File: config.mk
export PLATFORM = sky130hd
export DESIGN_NAME = diskette_result_status_bytes
export DESIGN_NICKNAME = d
export VERILOG_FILES = /design/src/rtl/result_status_pkg.sv /design/src/rtl/diskette_result_status_bytes.sv /design/src/rtl/error_flag_gen.sv /design/src/rtl/axil_reg_slave.sv
export VERILOG_INCLUDE_DIRS = /design/src /design/src/rtl
export SDC_FILE = /design/constraint.sdc
export NUM_CORES = 1
export LEC_CHECK = 0
export BUFFER_PORTS_ARGS = -buffer_cell sky130_fd_sc_hd__buf_2
export CAP_MARGIN = 20
export CORE_ASPECT_RATIO = 1.2
export CORE_MARGIN = 5
export CORE_UTILIZATION = 51
export CTS_CLUSTER_SIZE = 25
export DETAILED_ROUTE_END_ITERATION = 7
export PLACE_DENSITY = 0.94
export SYNTH_ARGS = -nofsm -noshare
export SYNTH_HDL_FRONTEND = slang
export SYNTH_SLANG_ARGS = --single-unit
export TNS_END_PERCENT = 100
File: constraint.sdc
create_clock -name ref_clk -period 3.71 [get_ports ref_clk]
set_input_delay 0.5565 -clock ref_clk [delete_from_list [all_inputs] [get_ports ref_clk]]
set_output_delay 0.5565 -clock ref_clk [all_outputs]
set_load 0.01 [all_outputs]
File: src/rtl/result_status_defs.svh
`ifndef RESULT_STATUS_DEFS_SVH
`define RESULT_STATUS_DEFS_SVH

// Register byte addresses on the AXI4-Lite slave
`define ADDR_FIRST_RESULT   12'h000
`define ADDR_SECTOR_ERROR   12'h004
`define ADDR_DATA_FIELD     12'h008
`define ADDR_DRIVE_LINE     12'h00c
`define ADDR_EVENT_CAPTURE  12'h010

// Sector error status bit positions
`define SE_END_OF_CYL       7
`define SE_CRC_FAIL         5
`define SE_OVERRUN          4
`define SE_NOT_FOUND        2
`define SE_WRITE_BLOCKED    1
`define SE_MISSING_ID       0

// Data field status bit positions
`define DF_DELETED_MARK     6
`define DF_FIELD_ERROR      5
`define DF_CYL_MISMATCH     4
`define DF_BAD_CYL          1
`define DF_MISSING_DATA     0

// Drive line status bit positions
`define DL_WRITE_PROTECT    6
`define DL_TRACK_ZERO       4
`define DL_HEAD             2
`define DL_DRIVE_HIGH       1
`define DL_DRIVE_LOW        0

// Completion codes, top two bits of the first result byte
`define CC_NORMAL           2'b00
`define CC_ABRUPT           2'b01
`define CC_INVALID          2'b10
`define CC_RESERVED         2'b11

`define CYL_ALL_ONES        8'hff
`define STATUS_RESET        8'h00
// Both event classes start enabled so that the overrun and deleted-mark flags work from reset
`define CAPTURE_RESET       8'h03
`define AXI_RESP_OKAY       2'b00
`define AXI_RESP_SLVERR     2'b10

`endif

File: src/rtl/result_status_pkg.sv
package result_status_pkg;

  typedef enum logic [3:0] {
    CMD_READ_DATA,
    CMD_READ_DELETED,
    CMD_READ_ID,
    CMD_READ_TRACK,
    CMD_WRITE_DATA,
    CMD_WRITE_DELETED,
    CMD_FORMAT_TRACK,
    CMD_OTHER
  } command_e;

  // Events reported by the command sequencer while a command runs
  typedef struct packed {
    logic past_last_sector;
    logic id_crc_fail;
    logic data_crc_fail;
    logic overrun;
    logic sector_not_found;
    logic id_unreadable;
    logic start_not_found;
    logic id_mark_missing;
    logic data_mark_missing;
    logic deleted_mark_seen;
    logic cyl_compare;
    logic [7:0] medium_cyl;
    logic [7:0] wanted_cyl;
  } exec_event_s;

  typedef struct packed {
    logic head_select;
    logic drive_select_high;
    logic drive_select_low;
    logic write_protect;
    logic track_zero;
  } drive_lines_s;

  typedef struct packed {
    logic [7:0] sector_error_status;
    logic [7:0] data_field_status;
  } flag_state_s;

  typedef struct packed {
    logic        aw_full;
    logic        w_full;
    logic [11:0] aw_addr;
    logic        b_valid;
    logic [1:0]  b_resp;
    logic        r_valid;
    logic [31:0] r_data;
    logic [1:0]  r_resp;
    logic [7:0]  capture;
  } bus_state_s;

  typedef struct packed {
    logic [1:0] completion_code;
    logic [5:0] first_low;
    logic [7:0] drive_line_status;
  } top_state_s;

endpackage : result_status_pkg

File: src/rtl/diskette_result_status_bytes.sv
`timescale 1ns/1ps
`default_nettype none
`include "result_status_defs.svh"

module diskette_result_status_bytes (
  input  wire logic                            ref_clk,
  input  wire logic                            reset_n,
  input  wire logic                            clk_en,
  input  wire logic [11:0]                     s_axi_awaddr,
  input  wire logic                            s_axi_awvalid,
  output logic                                 s_axi_awready,
  input  wire logic [31:0]                     s_axi_wdata,
  input  wire logic [3:0]                      s_axi_wstrb,
  input  wire logic                            s_axi_wvalid,
  output logic                                 s_axi_wready,
  output logic [1:0]                           s_axi_bresp,
  output logic                                 s_axi_bvalid,
  input  wire logic                            s_axi_bready,
  input  wire logic [11:0]                     s_axi_araddr,
  input  wire logic                            s_axi_arvalid,
  output logic                                 s_axi_arready,
  output logic [31:0]                          s_axi_rdata,
  output logic [1:0]                           s_axi_rresp,
  output logic                                 s_axi_rvalid,
  input  wire logic                            s_axi_rready,
  input  wire logic                            cmd_start,
  input  wire result_status_pkg::command_e     cmd_kind,
  input  wire logic                            cmd_done,
  input  wire logic [1:0]                      cmd_completion,
  input  wire logic [5:0]                      cmd_first_low,
  input  wire result_status_pkg::exec_event_s  exec_event,
  input  wire result_status_pkg::drive_lines_s drive_lines,
  output logic                                 cmd_active
);
  import result_status_pkg::*;

  top_state_s  state_reg;
  top_state_s  state_next;
  logic        active_reg;
  logic        active_next;
  flag_state_s flags;
  logic [7:0]  capture_enable;
  exec_event_s gated_event;

  // Software may mask event classes; a cleared bit drops that class
  always_comb begin
    gated_event = exec_event;
    if (!capture_enable[0]) gated_event.overrun = 1'b0;
    if (!capture_enable[1]) gated_event.deleted_mark_seen = 1'b0;
  end

  error_flag_gen u_flags (
    .ref_clk       (ref_clk),
    .reset_n       (reset_n),
    .clk_en        (clk_en),
    .cmd_start     (cmd_start),
    .cmd_kind      (cmd_kind),
    .cmd_active    (active_reg),
    .ev            (gated_event),
    .write_protect (drive_lines.write_protect),
    .flags         (flags)
  );

  always_comb begin
    logic [7:0] dl;
    dl          = 8'h00;
    dl[`DL_WRITE_PROTECT] = drive_lines.write_protect;
    dl[`DL_TRACK_ZERO]    = drive_lines.track_zero;
    dl[`DL_HEAD]          = drive_lines.head_select;
    dl[`DL_DRIVE_HIGH]    = drive_lines.drive_select_high;
    dl[`DL_DRIVE_LOW]     = drive_lines.drive_select_low;
    state_next                   = state_reg;
    state_next.drive_line_status = dl;
    active_next                  = active_reg;
    if (cmd_start) begin
      active_next = 1'b1;
    end else if (cmd_done) begin
      active_next = 1'b0;
      state_next.completion_code = cmd_completion;
      state_next.first_low       = cmd_first_low;
    end
  end

  always_ff @(posedge ref_clk or negedge reset_n) begin
    if (!reset_n) begin
      state_reg  <= '0;
      active_reg <= 1'b0;
    end else if (clk_en) begin
      state_reg  <= state_next;
      active_reg <= active_next;
    end
  end

  axil_reg_slave u_bus (
    .ref_clk             (ref_clk),
    .reset_n             (reset_n),
    .clk_en              (clk_en),
    .s_axi_awaddr        (s_axi_awaddr),
    .s_axi_awvalid       (s_axi_awvalid),
    .s_axi_awready       (s_axi_awready),
    .s_axi_wdata         (s_axi_wdata),
    .s_axi_wstrb         (s_axi_wstrb),
    .s_axi_wvalid        (s_axi_wvalid),
    .s_axi_wready        (s_axi_wready),
    .s_axi_bresp         (s_axi_bresp),
    .s_axi_bvalid        (s_axi_bvalid),
    .s_axi_bready        (s_axi_bready),
    .s_axi_araddr        (s_axi_araddr),
    .s_axi_arvalid       (s_axi_arvalid),
    .s_axi_arready       (s_axi_arready),
    .s_axi_rdata         (s_axi_rdata),
    .s_axi_rresp         (s_axi_rresp),
    .s_axi_rvalid        (s_axi_rvalid),
    .s_axi_rready        (s_axi_rready),
    .first_result_byte   ({state_reg.completion_code, state_reg.first_low}),
    .sector_error_status (flags.sector_error_status),
    .data_field_status   (flags.data_field_status),
    .drive_line_status   (state_reg.drive_line_status),
    .capture_enable      (capture_enable)
  );

  assign cmd_active = active_reg;

endmodule : diskette_result_status_bytes
`default_nettype wire

File: src/rtl/error_flag_gen.sv
`timescale 1ns/1ps
`default_nettype none
`include "result_status_defs.svh"

module error_flag_gen (
  input  wire logic                           ref_clk,
  input  wire logic                           reset_n,
  input  wire logic                           clk_en,
  input  wire logic                           cmd_start,
  input  wire result_status_pkg::command_e    cmd_kind,
  input  wire logic                           cmd_active,
  input  wire result_status_pkg::exec_event_s ev,
  input  wire logic                           write_protect,
  output var  result_status_pkg::flag_state_s flags
);
  import result_status_pkg::*;

  flag_state_s state_reg;
  flag_state_s state_next;
  command_e    kind_reg;

  function automatic logic is_write_cmd(input command_e k);
    is_write_cmd = (k == CMD_WRITE_DATA) || (k == CMD_WRITE_DELETED) || (k == CMD_FORMAT_TRACK);
  endfunction : is_write_cmd

  always_comb begin
    logic [7:0] se;
    logic [7:0] df;
    logic       mismatch;
    se       = state_reg.sector_error_status;
    df       = state_reg.data_field_status;
    mismatch = ev.cyl_compare && (ev.medium_cyl != ev.wanted_cyl);
    if (cmd_start) begin
      se = `STATUS_RESET;
      df = `STATUS_RESET;
    end else if (cmd_active) begin
      if (ev.past_last_sector) se[`SE_END_OF_CYL] = 1'b1;
      if (ev.id_crc_fail || ev.data_crc_fail) se[`SE_CRC_FAIL] = 1'b1;
      if (ev.overrun) se[`SE_OVERRUN] = 1'b1;
      if (ev.sector_not_found &&
          (kind_reg == CMD_READ_DATA || kind_reg == CMD_READ_DELETED)) begin
        se[`SE_NOT_FOUND] = 1'b1;
      end
      if ((ev.id_unreadable && kind_reg == CMD_READ_ID) ||
          (ev.start_not_found && kind_reg == CMD_READ_TRACK)) begin
        se[`SE_NOT_FOUND] = 1'b1;
      end
      if (write_protect && is_write_cmd(kind_reg)) se[`SE_WRITE_BLOCKED] = 1'b1;
      if (ev.id_mark_missing) begin
        se[`SE_MISSING_ID]   = 1'b1;
        df[`DF_MISSING_DATA] = 1'b1;
      end
      if (ev.deleted_mark_seen && kind_reg == CMD_READ_DATA) df[`DF_DELETED_MARK] = 1'b1;
      if (ev.data_crc_fail) df[`DF_FIELD_ERROR] = 1'b1;
      if (mismatch) begin
        df[`DF_CYL_MISMATCH] = 1'b1;
        se[`SE_NOT_FOUND]    = 1'b1;
        if (ev.medium_cyl == `CYL_ALL_ONES) df[`DF_BAD_CYL] = 1'b1;
      end
      if (ev.data_mark_missing) df[`DF_MISSING_DATA] = 1'b1;
    end
    se[6] = 1'b0;
    se[3] = 1'b0;
    df[7] = 1'b0;
    df[3] = 1'b0;
    df[2] = 1'b0;
    state_next.sector_error_status = se;
    state_next.data_field_status   = df;
  end

  always_ff @(posedge ref_clk or negedge reset_n) begin
    if (!reset_n) begin
      state_reg <= '0;
      kind_reg  <= CMD_OTHER;
    end else if (clk_en) begin
      state_reg <= state_next;
      if (cmd_start) begin
        kind_reg <= cmd_kind;
      end
    end
  end

  assign flags = state_reg;

endmodule : error_flag_gen
`default_nettype wire

File: src/rtl/axil_reg_slave.sv
`timescale 1ns/1ps
`default_nettype none
`include "result_status_defs.svh"

module axil_reg_slave (
  input  wire logic        ref_clk,
  input  wire logic        reset_n,
  input  wire logic        clk_en,
  input  wire logic [11:0] s_axi_awaddr,
  input  wire logic        s_axi_awvalid,
  output logic             s_axi_awready,
  input  wire logic [31:0] s_axi_wdata,
  input  wire logic [3:0]  s_axi_wstrb,
  input  wire logic        s_axi_wvalid,
  output logic             s_axi_wready,
  output logic [1:0]       s_axi_bresp,
  output logic             s_axi_bvalid,
  input  wire logic        s_axi_bready,
  input  wire logic [11:0] s_axi_araddr,
  input  wire logic        s_axi_arvalid,
  output logic             s_axi_arready,
  output logic [31:0]      s_axi_rdata,
  output logic [1:0]       s_axi_rresp,
  output logic             s_axi_rvalid,
  input  wire logic        s_axi_rready,
  input  wire logic [7:0]  first_result_byte,
  input  wire logic [7:0]  sector_error_status,
  input  wire logic [7:0]  data_field_status,
  input  wire logic [7:0]  drive_line_status,
  output logic [7:0]       capture_enable
);
  import result_status_pkg::*;

  bus_state_s state_reg;
  bus_state_s state_next;
  logic [7:0] wdata_reg;

  function automatic logic [31:0] read_mux(input logic [11:0] a);
    case (a)
      `ADDR_FIRST_RESULT:  read_mux = {24'h000000, first_result_byte};
      `ADDR_SECTOR_ERROR:  read_mux = {24'h000000, sector_error_status};
      `ADDR_DATA_FIELD:    read_mux = {24'h000000, data_field_status};
      `ADDR_DRIVE_LINE:    read_mux = {24'h000000, drive_line_status};
      `ADDR_EVENT_CAPTURE: read_mux = {24'h000000, state_reg.capture};
      default:             read_mux = 32'h00000000;
    endcase
  endfunction : read_mux

  function automatic logic is_mapped(input logic [11:0] a);
    is_mapped = (a == `ADDR_FIRST_RESULT) || (a == `ADDR_SECTOR_ERROR) ||
                (a == `ADDR_DATA_FIELD) || (a == `ADDR_DRIVE_LINE) ||
                (a == `ADDR_EVENT_CAPTURE);
  endfunction : is_mapped

  always_comb begin
    state_next = state_reg;
    if (s_axi_awvalid && s_axi_awready) begin
      state_next.aw_full = 1'b1;
      state_next.aw_addr = s_axi_awaddr;
    end
    if (s_axi_wvalid && s_axi_wready) begin
      state_next.w_full = 1'b1;
    end
    if (state_reg.aw_full && state_reg.w_full && !state_reg.b_valid) begin
      state_next.aw_full = 1'b0;
      state_next.w_full  = 1'b0;
      state_next.b_valid = 1'b1;
      // Only the capture word is writable; status words are read-only
      if (state_reg.aw_addr == `ADDR_EVENT_CAPTURE) begin
        state_next.b_resp  = `AXI_RESP_OKAY;
        // Capture write is applied from the latched data word
        state_next.capture = wdata_reg;
      end else begin
        state_next.b_resp = `AXI_RESP_SLVERR;
      end
    end
    if (s_axi_bvalid && s_axi_bready) begin
      state_next.b_valid = 1'b0;
    end
    if (s_axi_arvalid && s_axi_arready) begin
      state_next.r_valid = 1'b1;
      state_next.r_data  = read_mux(s_axi_araddr);
      state_next.r_resp  = is_mapped(s_axi_araddr) ? `AXI_RESP_OKAY : `AXI_RESP_SLVERR;
    end else if (s_axi_rvalid && s_axi_rready) begin
      state_next.r_valid = 1'b0;
    end
  end

  always_ff @(posedge ref_clk or negedge reset_n) begin
    if (!reset_n) begin
      state_reg         <= '0;
      state_reg.capture <= `CAPTURE_RESET;
      wdata_reg         <= 8'h00;
    end else if (clk_en) begin
      state_reg <= state_next;
      if (s_axi_wvalid && s_axi_wready && s_axi_wstrb[0]) begin
        wdata_reg <= s_axi_wdata[7:0];
      end
    end
  end

  assign s_axi_awready  = clk_en && !state_reg.aw_full && !state_reg.b_valid;
  assign s_axi_wready   = clk_en && !state_reg.w_full && !state_reg.b_valid;
  assign s_axi_bvalid   = state_reg.b_valid;
  assign s_axi_bresp    = state_reg.b_resp;
  assign s_axi_arready  = clk_en && !state_reg.r_valid;
  assign s_axi_rvalid   = state_reg.r_valid;
  assign s_axi_rdata    = state_reg.r_data;
  assign s_axi_rresp    = state_reg.r_resp;
  assign capture_enable = state_reg.capture;

endmodule : axil_reg_slave
`default_nettype wire

==> summary.txt <==
Synth
  • Synth async-reset ratio: 100.0%
  • Simple-Gate Fraction of Synth Area: 11.27%
  • Unique masters post-synth: 41
  • #FFs+latches synth: 71
  • Register area share after synthesis: about 52%
  • Synth Area in Compound Gates: 7.720%
  • Main combinational cell family by area after synthesis: multiplexers
  • Post-Syn Area: 0.003420 mm^2
  • Post-synth EDFFs: 0
  • Gate Count Post-Synth: 297
  • Area contributors post-synth: dfrtp_1 (48%), mux2_2 (14%), buf_4 (8.1%)
  • Yosys top cell area share: between 40% and 50%
  • Synth Area in Adders: 0%
  • Dominant synthesized flop cell: dfrtp_1
  • Xor/xnor cell area share of the yosys netlist: 2.049%
  • Syn Area/Cell: between 10 and 15 um^2
  • Multiplexer share of the synthesized area: 16.98%
  • Post-synth top area cell: dfrtp_1
  • Yosys warning count: 0

STA
  • Hold Vio Cnt, Final: 0
  • Peak Freq: ~0.55 GHz
  • Period utilisation layout: 48.69%
  • Worst Max-Slew Pin Slew: 0.8129 ns
  • Unrepaired setup endpoints after global routing: false
  • Worst slew margin relative to its limit: 45.81%
  • Max-slew violations: 0
  • Fin crit period: approximately 1.8 ns
  • Final setup TNS: 0 ns
  • Final setup violation count: 0
  • Clk_skew: 0.005514 ns

Worst setup path
  • Worst setup EP type: output port
  • R2R Path End: u_bus.state_reg[54]
  • R2R depth: 4
  • Slowest-stage cell, CP: buf_2
  • Arr. time, crit path: 1.25 ns
  • R2r setup slk: 1.99 ns
  • Type of the worst setup path: input pin to output port
  • RR Startpoint: u_bus.s_axi_bvalid
  • Crit-path max cell delay: 0.27 ns
  • CP dominant cell by count: buf_2
  • Largest fanout on the critical path: 16
  • CP cell instances: buf_2, nand2b_1, nor2_1, buf_2
  • Critical path's top delay family: buffers and inverters
  • Worst Path Required: 3.15 ns
  • Critical path origin: clk_en
  • Critical path buffer and inverter count: 2
  • Crit path launch type: input pin

Clocking
  • Clock sinks: about 70
  • Depth of the CTS H-tree: 3
  • Hold_buf cts: 0
  • Post_cts resized: 0
  • Clock transition at path regs: about 0.070 ns
  • Clk root buf: clkbuf_8
  • CTS buffer count: 9
  • Clock latency on the worst-skew pair: 0.35 ns
  • # Post-CTS Setup Buffers: 0
  • CTS tree: done
  • Max Root-Sink Buffers: 2

Floorplan
  • Initial Utilization: between 50 and 60%
  • Die Ht: 99.70 um
  • DIE WIDTH: around 85 um
  • Core Rows: 32
  • Total die area: 0.008450 mm^2
  • Placeable Area: 0.006486 mm^2
  • I/O pin total: 156

Pwr
  • PwrDens: 521.9 mW/mm^2
  • Lkg Pwr: 2.035 nW
  • Max VDD drop: around 350 uV

Finish
  • Fraction of layout cells with a size suffix above 1: between 40% and 50%
  • Finished Core Util: around 62%
  • Inserted Diodes: 0
  • Nets@finish: 504
  • P&R area growth vs syn: 17.89%
  • # fillers: 548
  • Largest register FFs: 14

Flow run
  • Max-cap violation count: 0

Run status
  • Status: finished clean

Global routing
  • Initial antenna violation count: 0
  • Number of global-route vias before repair: approximately 2,700
  • Largest net degree at the start of global routing: 40
  • Gr usage total: 18.30%
  • Total gr overflow: 0
  • First-pass GRT wire length: roughly 12 mm

Detailed routing
  • Via Count: 2,499
  • Routed Antenna Nets: 0
  • DRT Pass-1 Iters: 4
  • Drt via density: between 5 and 6
  • Per-cell routed wire length: around 15 um
  • Routed WL: 7.389 mm
  • Detailed Route Iter0 Violations: 163
  • Drc violations: 0

Placement
  • Final HPWL DP: 5.876 mm
  • GPL Wtd Cong: approximately 0.83
  • Number of port buffers: 102

Min path
  • Worst min-delay path class: input pin to async pin
[power breakdown]
part / total [mW] / switching (mW) / leakage (nW) / internal, mW
clock: 0.656 / 0.283 / 0.109 / 0.373
combinational: 0.397 / 0.181 / 1.05 / 0.216
sequential: 1.05 / 0.101 / 0.873 / 0.950
total: 2.10 / 0.565 / 2.04 / 1.54
[layout by cell type (no fill, tap or decap), types with 5 or more instances in the layout]
cell      instances
a21oi_1          15
and3_1            6
buf_2           102
clkbuf_8          9
conb_1           26
dfrtp_1          66
dfstp_2           5
mux2_2           42
nand2_1          31
nor2_1           13
nor4_1            6
o21ai_0           9
xor2_1            8
[through the flow]
stage	instance area [um^2]	total power [mW]	hold WS (ns)	setup slack, ns	std cells
2_1_floorplan	3513	1.332	0.2609	2.031	322
3_3_place_gp	3820	1.432	0.4593	1.674	464
3_5_place_dp	3820	1.466	0.4656	1.590	464
4_1_cts	4031	2.120	0.3067	1.870	480
5_1_grt	4031	2.218	0.3478	1.797	480
6_report	4031	2.104	0.2930	1.904	480
[final cells by class]
class,instances,area (um^2),share of cell area [%]
clock buffers,9,123.9,3.073
clock inverters,7,87.58,2.173
inverters,4,15.01,0.3724
multi-input cells,201,1398,34.67
flip-flops and latches,71,1783,44.23
well taps,85,106.4,2.638
repair buffers,103,518.0,12.85
[Yosys cell counts, types with 3 or more instances]
master,number
dfrtp_1,66
mux2_2,42
buf_4,37
nand2_1,31
a21oi_1,15
nor2_1,13
o21ai_0,9
xor2_1,8
and3_1,6
nor4_1,6
buf_2,5
dfstp_2,5
clkbuf_1,4
inv_1,4
mux2i_1,4
and2_1,3
mux4_2,3
nand3_1,3
o21a_1,3
o31ai_1,3
[worst max-delay path by stage]
stage	endpoint	slack [ns]	cells after the start
floorplan	u_bus.state_reg[47]	2.03	5
global placement	u_bus.state_reg[57]	1.67	5
detailed placement	u_bus.state_reg[46]	1.59	5
CTS	s_axi_wready	1.87	4
global route	s_axi_awready	1.80	3
finish	s_axi_awready	1.90	4
[metal layers]
layer | part of all wire (%) | track usage [%] | wire length [um] | vias up
met3 | 8.8 | 6.462 | 647 | 16
met5 | 0 | 0 | 0 | -
li1 | - | - | - | 1162
met4 | 2.2 | 8.404 | 159 | 0
met2 | 50 | 30.38 | 3705 | 120
met1 | 39 | 21.22 | 2876 | 1201
[cells by family after synthesis]
family                    Yosys count
and+or+nand+nor                    76
AOI/OAI and AO/OA                  42
muxes                              49
other                               1
buffers and inverters              50
DFF                                71
xor gates and xnor gates            8
No activity file was read; power rests on OpenSTA's default activity.
